**config.mk**
```make
export PLATFORM = sky130hd
export DESIGN_NAME = sac_ctrl
export DESIGN_NICKNAME = d
export VERILOG_FILES = /design/src/shared/sac_pkg.sv /design/src/rtl/sac_ctrl.sv
export SDC_FILE = /design/constraint.sdc
export NUM_CORES = 1
export LEC_CHECK = 0
export BUFFER_PORTS_ARGS = -buffer_cell sky130_fd_sc_hd__buf_4
export CAP_MARGIN = 10
export CORE_UTILIZATION = 56
export CTS_BUF_LIST = sky130_fd_sc_hd__clkbuf_8 sky130_fd_sc_hd__clkbuf_16
export DETAILED_ROUTE_END_ITERATION = 6
export PLACE_DENSITY = 0.83
export SETUP_SLACK_MARGIN = 0.15
export SYNTH_ARGS = -nofsm -noshare
export SYNTH_HDL_FRONTEND = slang
export SYNTH_SLANG_ARGS = --single-unit
```
**constraint.sdc**
```tcl
create_clock -name aclk -period 3.9 [get_ports aclk]
set_input_delay 0 -clock aclk [delete_from_list [all_inputs] [get_ports aclk]]
set_output_delay 0 -clock aclk [all_outputs]
set_load 0.005 [all_outputs]
```
**src/shared/sac_pkg.sv**
```systemverilog
package sac_pkg;

	// ----------------------------------------
	// register byte offsets
	// ----------------------------------------
	localparam logic [7:0] OFS_CTRL_A      = 8'h00; // control_status_a
	localparam logic [7:0] OFS_CTRL_B      = 8'h04; // control_status_b
	localparam logic [7:0] OFS_CHAN_REF    = 8'h08; // channel_ref_register
	localparam logic [7:0] OFS_RES_LOW     = 8'h0C; // result_low_byte
	localparam logic [7:0] OFS_RES_HIGH    = 8'h10; // result_high_byte
	localparam logic [7:0] OFS_TRIG_FLAGS  = 8'h14; // trigger source flags

	// ----------------------------------------
	// control_status_a fields
	// ----------------------------------------
	localparam int BIT_ENABLE    = 7;
	localparam int BIT_START     = 6;
	localparam int BIT_AUTO      = 5;
	localparam int BIT_DONE      = 4;
	localparam int BIT_DONE_IE   = 3;
	localparam int PRESC_LSB     = 0;
	localparam int PRESC_W       = 3;

	// ----------------------------------------
	// control_status_b fields
	// ----------------------------------------
	localparam int BIT_POWER_GATE = 7;
	localparam int TSEL_LSB       = 0;
	localparam int TSEL_W         = 3;

	// ----------------------------------------
	// channel_ref_register fields
	// ----------------------------------------
	localparam int REF_LSB   = 6;
	localparam int BIT_LEFT  = 5;
	localparam int CHAN_LSB  = 0;
	localparam int CHAN_W    = 4;

	// channel codes beyond the eight pins
	localparam logic [3:0] CHAN_BANDGAP = 4'hE;
	localparam logic [3:0] CHAN_GROUND  = 4'hF;

	// trigger source codes
	localparam logic [2:0] TSEL_OWN_DONE = 3'h0;
	localparam logic [2:0] TSEL_EXT_PIN  = 3'h1;

	// ----------------------------------------
	// reset values and timing
	// ----------------------------------------
	localparam logic [7:0] RST_CTRL_A   = 8'h00;
	localparam logic [7:0] RST_CTRL_B   = 8'h00;
	localparam logic [7:0] RST_CHAN_REF = 8'h00;
	localparam int RESULT_W      = 10;
	localparam int FIRST_TICKS   = 25; // converter clocks, first conversion
	localparam int NORMAL_TICKS  = 13; // converter clocks, normal conversion
	localparam int TICK_CNT_W    = 5;
	localparam int PRESC_CNT_W   = 7;

	// axi responses
	localparam logic [1:0] RESP_OKAY   = 2'h0;
	localparam logic [1:0] RESP_SLVERR = 2'h2;

	// selection applied to the analog front end
	typedef struct packed {
		logic [1:0] reference;
		logic       left_adjust;
		logic [3:0] channel;
	} sac_selection_type;

	// conversion engine states
	typedef enum logic [1:0] {
		ST_IDLE    = 2'b00,
		ST_ALIGN   = 2'b01,
		ST_CONVERT = 2'b10
	} sac_state_type;

endpackage

```
**src/rtl/sac_ctrl.sv**
```systemverilog
`timescale 1ns/1ns
// Operation
// RULE_01: 10-bit result right aligned, left aligned when left_adjust set.
// RULE_02: software reads low byte then high, or only high byte for 8 bits.
// RULE_03: reading low byte blocks result updates until high byte read.
// RULE_04: completion while blocked changes neither byte, result discarded.
// RULE_05: reading high byte lifts the update block.
// RULE_06: completion flag still sets when the result is discarded.
// RULE_07: each finished conversion raises the converter's own event.
// RULE_08: start bit begins one conversion, reads high while busy, clears at end.
// RULE_09: channel written during conversion applies after it finishes.
// RULE_10: auto trigger enable lets the selected source start conversions.
// RULE_11: rising trigger edge resets prescaler and starts a conversion.
// RULE_12: trigger still high at completion does not restart.
// RULE_13: trigger edge during a conversion is ignored, never queued.
// RULE_14: trigger source flags set on events even without interrupts.
// RULE_15: software clears a source flag so its next event gives an edge.
// RULE_16: own done flag as trigger gives free running conversions.
// RULE_17: free running starts by start bit, continues regardless of flag.
// RULE_18: selections reach the converter only while converter_enable set.
// RULE_19: converter runs only while the power gate bit is zero.
// RULE_20: channel selects eight pins, ground or bandgap reference.
// RULE_21: code zero is ground, top code is reference minus one LSB.
// RULE_22: conversion is 13 converter clocks, first after enable is 25.
// RULE_23: completion writes result, sets flag, clears start in single mode.
// RULE_24: irq is done flag and its enable, qualified by global enable.
module sac_ctrl #(
	parameter int ADDR_W = 8
) (
	// clock and reset
	input  wire logic                       aclk,
	input  wire logic                       aresetn,
	// axi4-lite write address and data
	input  wire logic [ADDR_W-1:0]          s_axi_awaddr,
	input  wire logic                       s_axi_awvalid,
	output logic                            s_axi_awready,
	input  wire logic [31:0]                s_axi_wdata,
	input  wire logic [3:0]                 s_axi_wstrb,
	input  wire logic                       s_axi_wvalid,
	output logic                            s_axi_wready,
	output logic [1:0]                      s_axi_bresp,
	output logic                            s_axi_bvalid,
	input  wire logic                       s_axi_bready,
	// axi4-lite read
	input  wire logic [ADDR_W-1:0]          s_axi_araddr,
	input  wire logic                       s_axi_arvalid,
	output logic                            s_axi_arready,
	output logic [31:0]                     s_axi_rdata,
	output logic [1:0]                      s_axi_rresp,
	output logic                            s_axi_rvalid,
	input  wire logic                       s_axi_rready,
	// trigger sources
	input  wire logic                       ext_trigger_pin,
	input  wire logic [5:0]                 periph_event,
	// interrupt
	input  wire logic                       global_irq_enable,
	output logic                            irq,
	// analog front end
	input  wire logic [9:0]                 sar_code,
	output logic                            analog_enable,
	output logic                            sample_start,
	output sac_pkg::sac_selection_type      applied_sel,
	output logic                            conv_busy
);

	initial begin
		if (ADDR_W < 8) begin
			$error("sac_ctrl: ADDR_W must be at least 8");
		end
	end

	// ----------------------------------------
	// declarations
	// ----------------------------------------
	logic [ADDR_W-1:0]            aw_addr_ff;
	logic                         aw_held_ff;
	logic [31:0]                  w_data_ff;
	logic                         w_strb0_ff;
	logic                         w_held_ff;
	logic                         bvalid_ff;
	logic [1:0]                   bresp_ff;
	logic                         rvalid_ff;
	logic [31:0]                  rdata_ff;
	logic [1:0]                   rresp_ff;
	logic                         wr_fire;
	logic                         rd_fire;
	logic [7:0]                   wr_byte;
	logic                         wr_hit_a;
	logic                         wr_hit_b;
	logic                         wr_hit_chan;
	logic                         wr_hit_trig;

	logic                         enable_ff;
	logic                         start_ff;
	logic                         auto_ff;
	logic                         done_ff;
	logic                         done_ie_ff;
	logic [2:0]                   presc_sel_ff;
	logic                         power_gate_ff;
	logic [2:0]                   tsel_ff;
	sac_pkg::sac_selection_type   sel_temp_ff;
	sac_pkg::sac_selection_type   sel_applied_ff;
	logic [9:0]                   result_ff;
	logic                         lock_ff;
	logic                         first_ff;
	logic [7:1]                   trig_flag_ff;
	logic [7:0]                   trig_set;
	logic                         trig_level;
	logic                         trig_prev_ff;
	logic                         trig_edge;

	logic                         pin_s1_ff;
	logic                         pin_s2_ff;
	logic                         pin_s3_ff;
	logic                         pin_stable_ff;

	logic [6:0]                   presc_cnt_ff;
	logic [6:0]                   presc_mask;
	logic                         tick;
	logic                         run_ok;
	sac_pkg::sac_state_type       state_ff;
	sac_pkg::sac_state_type       nxt_state;
	logic [4:0]                   tick_cnt_ff;
	logic [4:0]                   conv_len;
	logic                         finish;
	logic                         free_run;
	logic                         soft_start;
	logic                         auto_start;
	logic                         begin_req;

	// ----------------------------------------
	// axi4-lite write channel
	// ----------------------------------------
	assign s_axi_awready = !aw_held_ff && !bvalid_ff;
	assign s_axi_wready  = !w_held_ff && !bvalid_ff;
	assign wr_fire       = aw_held_ff && w_held_ff && !bvalid_ff;
	assign wr_byte       = w_strb0_ff ? w_data_ff[7:0] : 8'h00;
	assign wr_hit_a      = wr_fire && w_strb0_ff && aw_addr_ff[7:0] == sac_pkg::OFS_CTRL_A;
	assign wr_hit_b      = wr_fire && w_strb0_ff && aw_addr_ff[7:0] == sac_pkg::OFS_CTRL_B;
	assign wr_hit_chan   = wr_fire && w_strb0_ff && aw_addr_ff[7:0] == sac_pkg::OFS_CHAN_REF;
	assign wr_hit_trig   = wr_fire && w_strb0_ff && aw_addr_ff[7:0] == sac_pkg::OFS_TRIG_FLAGS;

	// address and data may arrive in either order
	always_ff @(posedge aclk) begin
		if (!aresetn) begin
			aw_held_ff <= 1'b0;
			w_held_ff  <= 1'b0;
			aw_addr_ff <= '0;
			w_data_ff  <= 32'h0000_0000;
			w_strb0_ff <= 1'b0;
		end else begin
			if (s_axi_awvalid && s_axi_awready) begin
				aw_held_ff <= 1'b1;
				aw_addr_ff <= s_axi_awaddr;
			end else if (wr_fire) begin
				aw_held_ff <= 1'b0;
			end
			if (s_axi_wvalid && s_axi_wready) begin
				w_held_ff  <= 1'b1;
				w_data_ff  <= s_axi_wdata;
				w_strb0_ff <= s_axi_wstrb[0];
			end else if (wr_fire) begin
				w_held_ff <= 1'b0;
			end
		end
	end

	// write response, unmapped or upper bits of the address refused
	always_ff @(posedge aclk) begin
		if (!aresetn) begin
			bvalid_ff <= 1'b0;
			bresp_ff  <= sac_pkg::RESP_OKAY;
		end else if (wr_fire) begin
			bvalid_ff <= 1'b1;
			bresp_ff  <= reg_mapped(aw_addr_ff) ? sac_pkg::RESP_OKAY : sac_pkg::RESP_SLVERR;
		end else if (s_axi_bready) begin
			bvalid_ff <= 1'b0;
		end
	end

	assign s_axi_bvalid = bvalid_ff;
	assign s_axi_bresp  = bresp_ff;

	// address decode shared by both channels
	function automatic logic reg_mapped(input logic [ADDR_W-1:0] addr);
		logic hit;
		hit = (addr >> 8) == '0;
		return hit && (addr[7:0] == sac_pkg::OFS_CTRL_A || addr[7:0] == sac_pkg::OFS_CTRL_B ||
			addr[7:0] == sac_pkg::OFS_CHAN_REF || addr[7:0] == sac_pkg::OFS_RES_LOW ||
			addr[7:0] == sac_pkg::OFS_RES_HIGH || addr[7:0] == sac_pkg::OFS_TRIG_FLAGS);
	endfunction

	// ----------------------------------------
	// axi4-lite read channel
	// ----------------------------------------
	assign s_axi_arready = !rvalid_ff;
	assign rd_fire       = s_axi_arvalid && !rvalid_ff;

	// read data registered, side effects happen at the address handshake
	always_ff @(posedge aclk) begin
		if (!aresetn) begin
			rvalid_ff <= 1'b0;
			rdata_ff  <= 32'h0000_0000;
			rresp_ff  <= sac_pkg::RESP_OKAY;
		end else if (rd_fire) begin
			rvalid_ff <= 1'b1;
			rresp_ff  <= reg_mapped(s_axi_araddr) ? sac_pkg::RESP_OKAY : sac_pkg::RESP_SLVERR;
			rdata_ff  <= {24'h00_0000, read_mux(s_axi_araddr)};
		end else if (s_axi_rready) begin
			rvalid_ff <= 1'b0;
		end
	end

	assign s_axi_rvalid = rvalid_ff;
	assign s_axi_rdata  = rdata_ff;
	assign s_axi_rresp  = rresp_ff;

	// byte view of every register
	function automatic logic [7:0] read_mux(input logic [ADDR_W-1:0] addr);
		logic [7:0] val;
		val = 8'h00;
		if (reg_mapped(addr)) begin
			unique case (addr[7:0])
				sac_pkg::OFS_CTRL_A:     val = {enable_ff, start_ff, auto_ff, done_ff,
					done_ie_ff, presc_sel_ff};
				sac_pkg::OFS_CTRL_B:     val = {power_gate_ff, 4'h0, tsel_ff};
				sac_pkg::OFS_CHAN_REF:   val = {sel_temp_ff.reference, sel_temp_ff.left_adjust,
					1'b0, sel_temp_ff.channel};
				sac_pkg::OFS_RES_LOW:    val = sel_applied_ff.left_adjust ?
					{result_ff[1:0], 6'h00} : result_ff[7:0]; // RULE_01
				sac_pkg::OFS_RES_HIGH:   val = sel_applied_ff.left_adjust ?
					result_ff[9:2] : {6'h00, result_ff[9:8]}; // RULE_01
				sac_pkg::OFS_TRIG_FLAGS: val = {trig_flag_ff, 1'b0};
				default:                 val = 8'h00;
			endcase
		end
		return val;
	endfunction

	// ----------------------------------------
	// control registers
	// ----------------------------------------
	// plain settings, written whole from the low byte
	always_ff @(posedge aclk) begin
		if (!aresetn) begin
			enable_ff     <= sac_pkg::RST_CTRL_A[sac_pkg::BIT_ENABLE];
			auto_ff       <= sac_pkg::RST_CTRL_A[sac_pkg::BIT_AUTO];
			done_ie_ff    <= sac_pkg::RST_CTRL_A[sac_pkg::BIT_DONE_IE];
			presc_sel_ff  <= sac_pkg::RST_CTRL_A[sac_pkg::PRESC_LSB +: sac_pkg::PRESC_W];
			power_gate_ff <= sac_pkg::RST_CTRL_B[sac_pkg::BIT_POWER_GATE];
			tsel_ff       <= sac_pkg::RST_CTRL_B[sac_pkg::TSEL_LSB +: sac_pkg::TSEL_W];
			sel_temp_ff   <= sac_pkg::RST_CHAN_REF[6:0];
		end else begin
			if (wr_hit_a) begin
				enable_ff    <= wr_byte[sac_pkg::BIT_ENABLE];
				auto_ff      <= wr_byte[sac_pkg::BIT_AUTO]; // RULE_10
				done_ie_ff   <= wr_byte[sac_pkg::BIT_DONE_IE];
				presc_sel_ff <= wr_byte[sac_pkg::PRESC_LSB +: sac_pkg::PRESC_W];
			end
			if (wr_hit_b) begin
				power_gate_ff <= wr_byte[sac_pkg::BIT_POWER_GATE];
				tsel_ff       <= wr_byte[sac_pkg::TSEL_LSB +: sac_pkg::TSEL_W];
			end
			if (wr_hit_chan) begin
				sel_temp_ff.reference   <= wr_byte[sac_pkg::REF_LSB +: 2];
				sel_temp_ff.left_adjust <= wr_byte[sac_pkg::BIT_LEFT];
				sel_temp_ff.channel     <= wr_byte[sac_pkg::CHAN_LSB +: sac_pkg::CHAN_W];
			end
		end
	end

	// ----------------------------------------
	// trigger sources
	// ----------------------------------------
	// pin synchroniser, a level counts once stages two and three agree
	always_ff @(posedge aclk) begin
		if (!aresetn) begin
			pin_s1_ff     <= 1'b0;
			pin_s2_ff     <= 1'b0;
			pin_s3_ff     <= 1'b0;
			pin_stable_ff <= 1'b0;
		end else begin
			pin_s1_ff <= ext_trigger_pin;
			pin_s2_ff <= pin_s1_ff;
			pin_s3_ff <= pin_s2_ff;
			if (pin_s2_ff == pin_s3_ff) begin
				pin_stable_ff <= pin_s3_ff;
			end
		end
	end

	assign trig_set = {periph_event, pin_s3_ff && (pin_s2_ff == pin_s3_ff) && !pin_stable_ff,
		1'b0};

	// sticky flags, set regardless of any mask; set wins over the clear
	generate
		for (genvar i = 1; i < 8; i++) begin : g_flag
			always_ff @(posedge aclk) begin
				if (!aresetn) begin
					trig_flag_ff[i] <= 1'b0;
				end else if (trig_set[i]) begin
					trig_flag_ff[i] <= 1'b1; // RULE_14
				end else if (wr_hit_trig && wr_byte[i]) begin
					trig_flag_ff[i] <= 1'b0; // RULE_15
				end
			end
		end
	endgenerate

	// only a fresh rising edge of the selected level counts
	assign trig_level = (tsel_ff == sac_pkg::TSEL_OWN_DONE) ? done_ff : trig_flag_ff[tsel_ff];
	assign trig_edge  = trig_level && !trig_prev_ff; // RULE_12

	always_ff @(posedge aclk) begin
		if (!aresetn) begin
			trig_prev_ff <= 1'b0;
		end else begin
			trig_prev_ff <= trig_level;
		end
	end

	// ----------------------------------------
	// prescaler
	// ----------------------------------------
	assign run_ok     = enable_ff && !power_gate_ff; // RULE_19
	assign presc_mask = 7'h7F >> (3'd7 - ((presc_sel_ff == 3'd0) ? 3'd1 : presc_sel_ff));
	assign tick       = (presc_cnt_ff & presc_mask) == presc_mask;

	// held in reset while off, restarted by an auto trigger
	always_ff @(posedge aclk) begin
		if (!aresetn || !run_ok) begin
			presc_cnt_ff <= 7'h00;
		end else if (auto_start) begin
			presc_cnt_ff <= 7'h00; // RULE_11
		end else begin
			presc_cnt_ff <= presc_cnt_ff + 7'h01;
		end
	end

	// ----------------------------------------
	// conversion sequencing
	// ----------------------------------------
	assign soft_start = wr_hit_a && wr_byte[sac_pkg::BIT_START] && wr_byte[sac_pkg::BIT_ENABLE];
	assign auto_start = auto_ff && trig_edge && state_ff == sac_pkg::ST_IDLE && run_ok; // RULE_13
	assign begin_req  = state_ff == sac_pkg::ST_IDLE &&
		((soft_start && !power_gate_ff) || auto_start); // enable may come with the start write
	assign conv_len   = first_ff ? 5'(sac_pkg::FIRST_TICKS) : 5'(sac_pkg::NORMAL_TICKS); // RULE_22
	assign finish     = state_ff == sac_pkg::ST_CONVERT && tick && tick_cnt_ff == conv_len - 5'd1;
	assign free_run   = auto_ff && tsel_ff == sac_pkg::TSEL_OWN_DONE; // RULE_16

	// next state of the engine
	always_comb begin
		nxt_state = state_ff;
		unique case (state_ff)
			sac_pkg::ST_IDLE: begin
				if (begin_req) begin
					nxt_state = sac_pkg::ST_ALIGN;
				end
			end
			sac_pkg::ST_ALIGN: begin
				if (tick) begin
					nxt_state = sac_pkg::ST_CONVERT;
				end
			end
			sac_pkg::ST_CONVERT: begin
				if (finish && !free_run) begin
					nxt_state = sac_pkg::ST_IDLE;
				end
			end
			default: nxt_state = sac_pkg::ST_IDLE;
		endcase
		if (!run_ok && !begin_req) begin
			nxt_state = sac_pkg::ST_IDLE;
		end
	end

	always_ff @(posedge aclk) begin
		if (!aresetn) begin
			state_ff <= sac_pkg::ST_IDLE;
		end else begin
			state_ff <= nxt_state;
		end
	end

	// converter clock count, restarts when free running carries on
	always_ff @(posedge aclk) begin
		if (!aresetn || state_ff != sac_pkg::ST_CONVERT || finish) begin
			tick_cnt_ff <= 5'd0;
		end else if (tick) begin
			tick_cnt_ff <= tick_cnt_ff + 5'd1;
		end
	end

	// first conversion after switching on runs longer for analog settling
	always_ff @(posedge aclk) begin
		if (!aresetn || !run_ok) begin
			first_ff <= 1'b1;
		end else if (finish) begin
			first_ff <= 1'b0;
		end
	end

	// start bit: high while busy; free running keeps it high
	always_ff @(posedge aclk) begin
		if (!aresetn) begin
			start_ff <= 1'b0;
		end else if (begin_req) begin
			start_ff <= 1'b1; // RULE_08 RULE_17
		end else if (!run_ok || (finish && !free_run)) begin
			start_ff <= 1'b0; // RULE_23
		end
	end

	// completion flag, set wins over a write-one clear
	always_ff @(posedge aclk) begin
		if (!aresetn) begin
			done_ff <= 1'b0;
		end else if (finish) begin
			done_ff <= 1'b1; // RULE_06 RULE_07 RULE_23
		end else if (wr_hit_a && wr_byte[sac_pkg::BIT_DONE]) begin
			done_ff <= 1'b0;
		end
	end

	// ----------------------------------------
	// selection buffer and result
	// ----------------------------------------
	// selections follow the temporary copy while enabled and idle, at each conversion finish, and on a start request
	always_ff @(posedge aclk) begin
		if (!aresetn) begin
			sel_applied_ff <= sac_pkg::RST_CHAN_REF[6:0];
		end else if ((run_ok && (state_ff == sac_pkg::ST_IDLE || finish)) || begin_req) begin
			sel_applied_ff <= sel_temp_ff; // RULE_09 RULE_18 RULE_20
		end
	end

	// result capture, code zero means ground and full scale is reference less one lsb
	always_ff @(posedge aclk) begin
		if (!aresetn) begin
			result_ff <= 10'h000;
		end else if (finish && !lock_ff) begin
			result_ff <= sar_code; // RULE_01 RULE_04 RULE_21 RULE_23
		end
	end

	// read lock; a high-byte read in the same cycle clears it
	always_ff @(posedge aclk) begin
		if (!aresetn) begin
			lock_ff <= 1'b0;
		end else if (rd_fire && s_axi_araddr == ADDR_W'(sac_pkg::OFS_RES_HIGH)) begin
			lock_ff <= 1'b0; // RULE_05
		end else if (rd_fire && s_axi_araddr == ADDR_W'(sac_pkg::OFS_RES_LOW)) begin
			lock_ff <= 1'b1; // RULE_03
		end
	end

	// ----------------------------------------
	// outputs to the front end and interrupt
	// ----------------------------------------
	assign irq           = done_ff && done_ie_ff && global_irq_enable; // RULE_24
	assign analog_enable = run_ok;
	assign sample_start  = run_ok && ((state_ff == sac_pkg::ST_ALIGN && tick) ||
		(finish && free_run)); // RULE_16
	assign applied_sel   = sel_applied_ff;
	assign conv_busy     = state_ff != sac_pkg::ST_IDLE;

endmodule

```
* Word-level counts from Yosys, hierarchy flattened
Index checks and enable logic that the tools add are counted.
Widths: inputs -> output; s select.
** Storage, ports and cells
- Register bits after elaboration :: 97
- Output and inout port bits :: 52
- Word-level logic and storage cells :: 208
** Cells by class
- $add $sub $neg :: 4
- Magnitude comparators :: 1
- Equality and inequality tests :: 19
- Shift-type cells :: 1
- Muxes and demuxes :: 41
- Bitwise gates (word level) :: 2
- Reductions and logical operators :: 98
** Operators by type and width (number)
- $pmux 8 s6 :: 1
- $logic_and 1x1->1 :: 45
- $eq 8x4->1 const B :: 4
- $eq 8x5->1 const B :: 4
- $mux 8 :: 4
- $reduce_bool 2->1 :: 14
- $mux 1 :: 27
- $logic_or 1x1->1 :: 18
- $eq 8x3->1 const B :: 2
- $logic_not 8->1 :: 2
- $logic_not 1->1 :: 12
- $mux 2 :: 5
- $add 7x1->7 const B :: 1
- $and 7x7->7 :: 1
- $eq 7x7->1 :: 1
- $shr 7x3->7 const A :: 1
- $logic_not 3->1 :: 2
- $ne 2x2->1 const B :: 3
- $pmux 2 s3 :: 1
- $reduce_or 2->1 :: 3
- $add 5x1->5 const B :: 1
- $eq 5x5->1 :: 1
- $mux 5 :: 1
- $sub 5x1->5 const B :: 1
- 11 further kinds :: 11

* Logic depth before layout (Yosys ltp)
- Depth in word-level cells :: 12
- Mapped depth :: 7
- Depth with buffers taken out :: 6

* Worst setup path after synthesis
No wires, ideal clock.
- Path type :: reg-to-reg
- Start :: register aw_addr_ff[0]
- End :: register done_ff
- Arrival :: 1792 ps
- Required time :: 3785 ps
- Path slack :: 1993 ps
- Cell stages (with the launch flop) :: 6
- Buffers on the path :: 1
- Cell sequence :: dfxtp_1 -> or4_4 -> or4_1 -> buf_2 -> o21a_1 -> o21a_1
** Between the ends
- Word-level cells in the longest chain between the ends :: 4
** RTL lines
- from (decl) :: RTL line sac_ctrl.sv:75 : logic [ADDR_W-1:0] aw_addr_ff;
- from (signal assigned) :: RTL line sac_ctrl.sv:154 : aw_addr_ff <= s_axi_awaddr;
- $logic_not 8->1 :: RTL line sac_ctrl.sv:138 : assign wr_hit_a = wr_fire && w_strb0_ff && aw_addr_ff[7:0] == sac_pkg::OFS_CTRL_A;
- $logic_and 1x1->1 :: RTL line sac_ctrl.sv:138
- $logic_and 1x1->1 :: RTL line sac_ctrl.sv:420 : end else if (wr_hit_a && wr_byte[sac_pkg::BIT_DONE]) begin
- $reduce_bool 2->1 (no line)
- to (signal assigned) :: RTL line sac_ctrl.sv:417 : done_ff <= 1'b0;
- to (signal assigned) :: RTL line sac_ctrl.sv:419 : done_ff <= 1'b1;
- to (signal assigned) :: RTL line sac_ctrl.sv:421 : done_ff <= 1'b0;
- to (decl) :: RTL line sac_ctrl.sv:96 : logic done_ff;
Every way passes these cells.
A chain may end at the register's enable or synchronous reset.

* Worst setup path after layout
- Start :: register tick_cnt_ff[2]
- End :: register result_ff[2]
** Between the ends
- Word-level cells in the longest chain between the ends :: 3
** RTL lines
- from (decl) :: RTL line sac_ctrl.sv:123 : logic [4:0] tick_cnt_ff;
- from (signal assigned) :: RTL line sac_ctrl.sv:390 : tick_cnt_ff <= tick_cnt_ff + 5'd1;
- $eq 5x5->1 :: RTL line sac_ctrl.sv:348 : assign finish = state_ff == sac_pkg::ST_CONVERT && tick && tick_cnt_ff == conv_len - 5'd1;
- $logic_and 1x1->1 :: RTL line sac_ctrl.sv:348
- $logic_and 1x1->1 :: RTL line sac_ctrl.sv:441 : end else if (finish && !lock_ff) begin
- to (signal assigned) :: RTL line sac_ctrl.sv:442 : result_ff <= sar_code;
- to (decl) :: RTL line sac_ctrl.sv:103 : logic [9:0] result_ff;
Every way passes these cells.

==> impl_summary.log <==
[metrics] number of top-level pins: around 130
[metrics] number of synthesized register bits: 95
[metrics] data required time of the worst path: between 4 and 5 ns
[metrics] leakage power: 0.00232 uW
[metrics] total placed instance area: between 5000 and 6000 sq um
[metrics] WP buf/inv: 1
[metrics] diode insertion count for antenna repair: 0
[metrics] number of violations of the max-capacitance limit: 0
[metrics] leading cell type in the layout, fill and taps excluded: nand2_1
[metrics] maximum fanout count along the critical path: 10
[metrics] post_cts resized: 0
[metrics] hold buffer count at CTS: 38
[metrics] CP max stage delay: around 0.56 ns
[metrics] RSZ-0062 raised after global routing: false
[metrics] Finish-stage setup viols: 0
[metrics] maximum number of pins on one net before global-route repair: approximately 100
[metrics] clock network latency to the later pin of the worst-skew pair: approximately 0.37 ns
[metrics] cell at the slowest stage of the critical path: nor4b_4
[metrics] filler cell count: between 500 and 600
[metrics] top flip-flop cell by instance count after synthesis: dfxtp_1
[metrics] share of final-layout standard cells stronger than drive strength 1: approximately 17%
[metrics] total wire length: roughly 11000 microns
[metrics] signal arrival time at the worst endpoint: 2.52 ns
[metrics] Longest Clk Path Bufs: 2
[metrics] kind of cell with the highest combined delay on the critical path: simple AND/OR/NAND/NOR gates
[metrics] fraction of the yosys area taken by sequential cells: between 40% and 50%
[metrics] total power divided by cell area: between 300 and 400 nW/um^2
[metrics] status: completed
[metrics] Final ANT Viol Nets: 0
[metrics] drc violations: 0
[metrics] vias in the first global route: around 3.9k
[metrics] Post-Syn Instances: around 540
[metrics] number of buffers inserted during clock tree synthesis: 9
[metrics] initial antenna violation count: 0
[metrics] critical-path cell list: nor3b_1 -> o2111a_1 -> nor4b_4 -> nor2b_1 -> buf_4 -> mux2i_1
[metrics] number of vias in the routed layout: between 4k and 5k
[metrics] width of the chip: roughly 93 microns
[metrics] TritonCTS sink count: 95
[metrics] Port Buffer Count: 75
[metrics] worst hold-check slack: 0.0805 ns
[metrics] area growth from synthesis to final layout: 23.4%
[metrics] global-route wire length before repair: roughly 18000 microns
[metrics] number of vias per cell after detailed routing: around 5.6
[metrics] H-tree Lvls: 3
[metrics] placed instance count: 692
[metrics] cell at the root of the clock tree: clkbuf_8
[metrics] most frequent cells in the layout: nand2_1, dfxtp_1, buf_4, dlygate4sd3_1, nor2_1
[metrics] maximum ir drop on the vdd rail: roughly 260 uV
[metrics] Die Y: 92.9 microns
[metrics] DR iter-0 viols: 249
[metrics] largest clock skew in the final design: 0.0101 ns
[metrics] post-CTS setup buffer count: 0
[metrics] Starting Density: ~59%
[metrics] number of hold violations in the final report: 0
[metrics] nature of the critical path endpoint: flip-flop
[metrics] layout net count: 720
[metrics] CP Class: flip-flop to flip-flop
[metrics] number of iterations in the first detailed-routing pass: 5
[metrics] die footprint: between 8000 and 9000 sq um
[metrics] grt ovf: 0
[metrics] Design Power: between 1500 and 2000 uW
[metrics] clk slew on worst S/H paths: ~0.10 ns
[metrics] average wire length per cell after detail routing: 14.8 microns
[metrics] number of pins with negative max-slew slack in the final report: 0
[metrics] Final Instance Count excl. Fillers: about 750
[metrics] post-route cell area: 5710 sq um
[metrics] type of the most critical hold path: primary input to flip-flop
[metrics] area taken by multi-input logic gates: 2470 sq um
[metrics] transition time of the tightest slew-check pin: approximately 0.84 ns
[metrics] max-slew headroom at the worst pin: between 40 and 50%
[metrics] placeable core area: 7850 sq um
[metrics] Post-Synthesis Mean Instance Area: 8.55 sq um
[metrics] DP HPWL: 7370 microns
[metrics] number of placement rows: 32
[metrics] clock tree from TritonCTS: done
[metrics] placer's final routability congestion estimate: between 0.8 and 0.9
[metrics] critical path startpoint category: flip-flop
[metrics] combined global-route utilization of all metal layers: 26.4%
[metrics] post-route minimum period: 2.24 ns
[metrics] FMAX: between 400 and 500 MHz
[metrics] yosys warns: 0
[metrics] number of enable flip-flop cells after synthesis: 0
[metrics] area used by sequential logic in the layout: between 1500 and 2000 sq um
[metrics] final worst path period share: between 50% and 60%
[metrics] sum of negative setup slack: 0 ns
[metrics] async set-or-reset flop fraction in the synthesized netlist: 0%
[metrics] cell area after technology mapping: 4620 sq um
[metrics] number of distinct library cell variants in the gate-level netlist after synthesis: 60
[path summary, 6_finish.rpt]
kind / to / slack (ns) / cells after the start / from
worst max register to register: result_ff[2] / 1.66 / 6 / tick_cnt_ff[2]
worst max-delay path: result_ff[2] / 1.66 / 6 / tick_cnt_ff[2]
worst min register to register: pin_s2_ff / 0.44 / 1 / pin_s1_ff
worst min-delay path: s_axi_rresp[1] / 0.08 / 3 / s_axi_araddr[4]
[per-layer routing]
metal	wire, microns	up-vias	part of all wire, %	GRT usage (%)
met5	0	-	0	0
met4	275	0	2.5	8.33
met3	713	32	6.5	5.67
met2	5500	174	50	47.1
met1	4570	1950	41	31.4
li1	-	2010	-	-
[cells in the mapped netlist, types with 2 or more instances]
master	count	area, sq um
a211o_1	2	17.5
a21boi_0	26	195
a21boi_1	10	75.1
a21oi_1	26	130
a221oi_1	4	35.0
a31o_2	2	17.5
a31oi_1	2	12.5
and2_1	9	56.3
and3_1	10	62.6
buf_1	2	7.51
buf_2	3	15.0
buf_4	27	203
clkbuf_1	21	78.8
dfxtp_1	95	1900
ha_1	4	50.1
inv_1	10	37.5
mux2i_1	24	240
mux4_2	5	113
nand2_1	109	409
nand2b_1	7	43.8
nand3_1	18	90.1
nand3b_1	2	15.0
nand4_1	2	12.5
nand4b_1	2	17.5
nor2_1	34	128
nor2b_1	13	81.3
nor3b_1	3	22.5
nor4_1	3	18.8
nor4b_1	2	17.5
o211a_1	2	20.0
o21a_1	2	15.0
o21ai_0	22	110
o21bai_1	2	15.0
o31ai_1	2	15.0
or4b_1	2	20.0
xnor2_1	7	61.3
xor2_1	2	17.5
[logic make-up after synthesis]
logic type,synth area share [%]
and+or+nand+nor,24.1
AOI/OAI and AO/OA,16.6
DFF,41.1
buffers and inverters,7.39
muxes,7.87
xor gates and xnor gates,1.70
adders and majority gates,1.08
other,0.0811
[layout make-up]
cell class	instances	area share (%)
clock buffer	9	2.17
clock inverter	7	1.47
inverter	10	0.658
multi-input combinational	408	43.4
sequential	95	33.3
tap	102	2.24
timing repair buffer	115	16.8
[flip-flops by register name, summed over array words and instances (netlist names), 2 cells and up]
signal and flops:
presc_sel_ff 3, tsel_ff 3, trig_flag_ff 7, applied_sel 7
sel_temp_ff 7, presc_cnt_ff 7, tick_cnt_ff 5, state_ff 2
w_data_ff 8, aw_addr_ff 8, result_ff 10, s_axi_rdata 8
[power breakdown]
part	leakage, uW	total, uW	switching [uW]	internal [uW]
clock network	0.000108	694	383	311
logic	0.00144	209	96.4	113
registers	0.000773	1030	32.9	999
[stage by stage]
step | worst slack [ns] | util, %
5_1_grt | 1.54 | 72.7
3_5_place_dp | 1.76 | 65.2
3_3_place_gp | 1.85 | 65.2
6_report | 1.66 | 72.7
2_1_floorplan | 1.99 | -
4_1_cts | 1.72 | 72.7
[tightest hold or removal path, stage by stage]
cell and delay (ns):
buf_4 0.20, a211oi_1 0.12, nor2_1 0.10
Power figures use the tool's default switching activity.
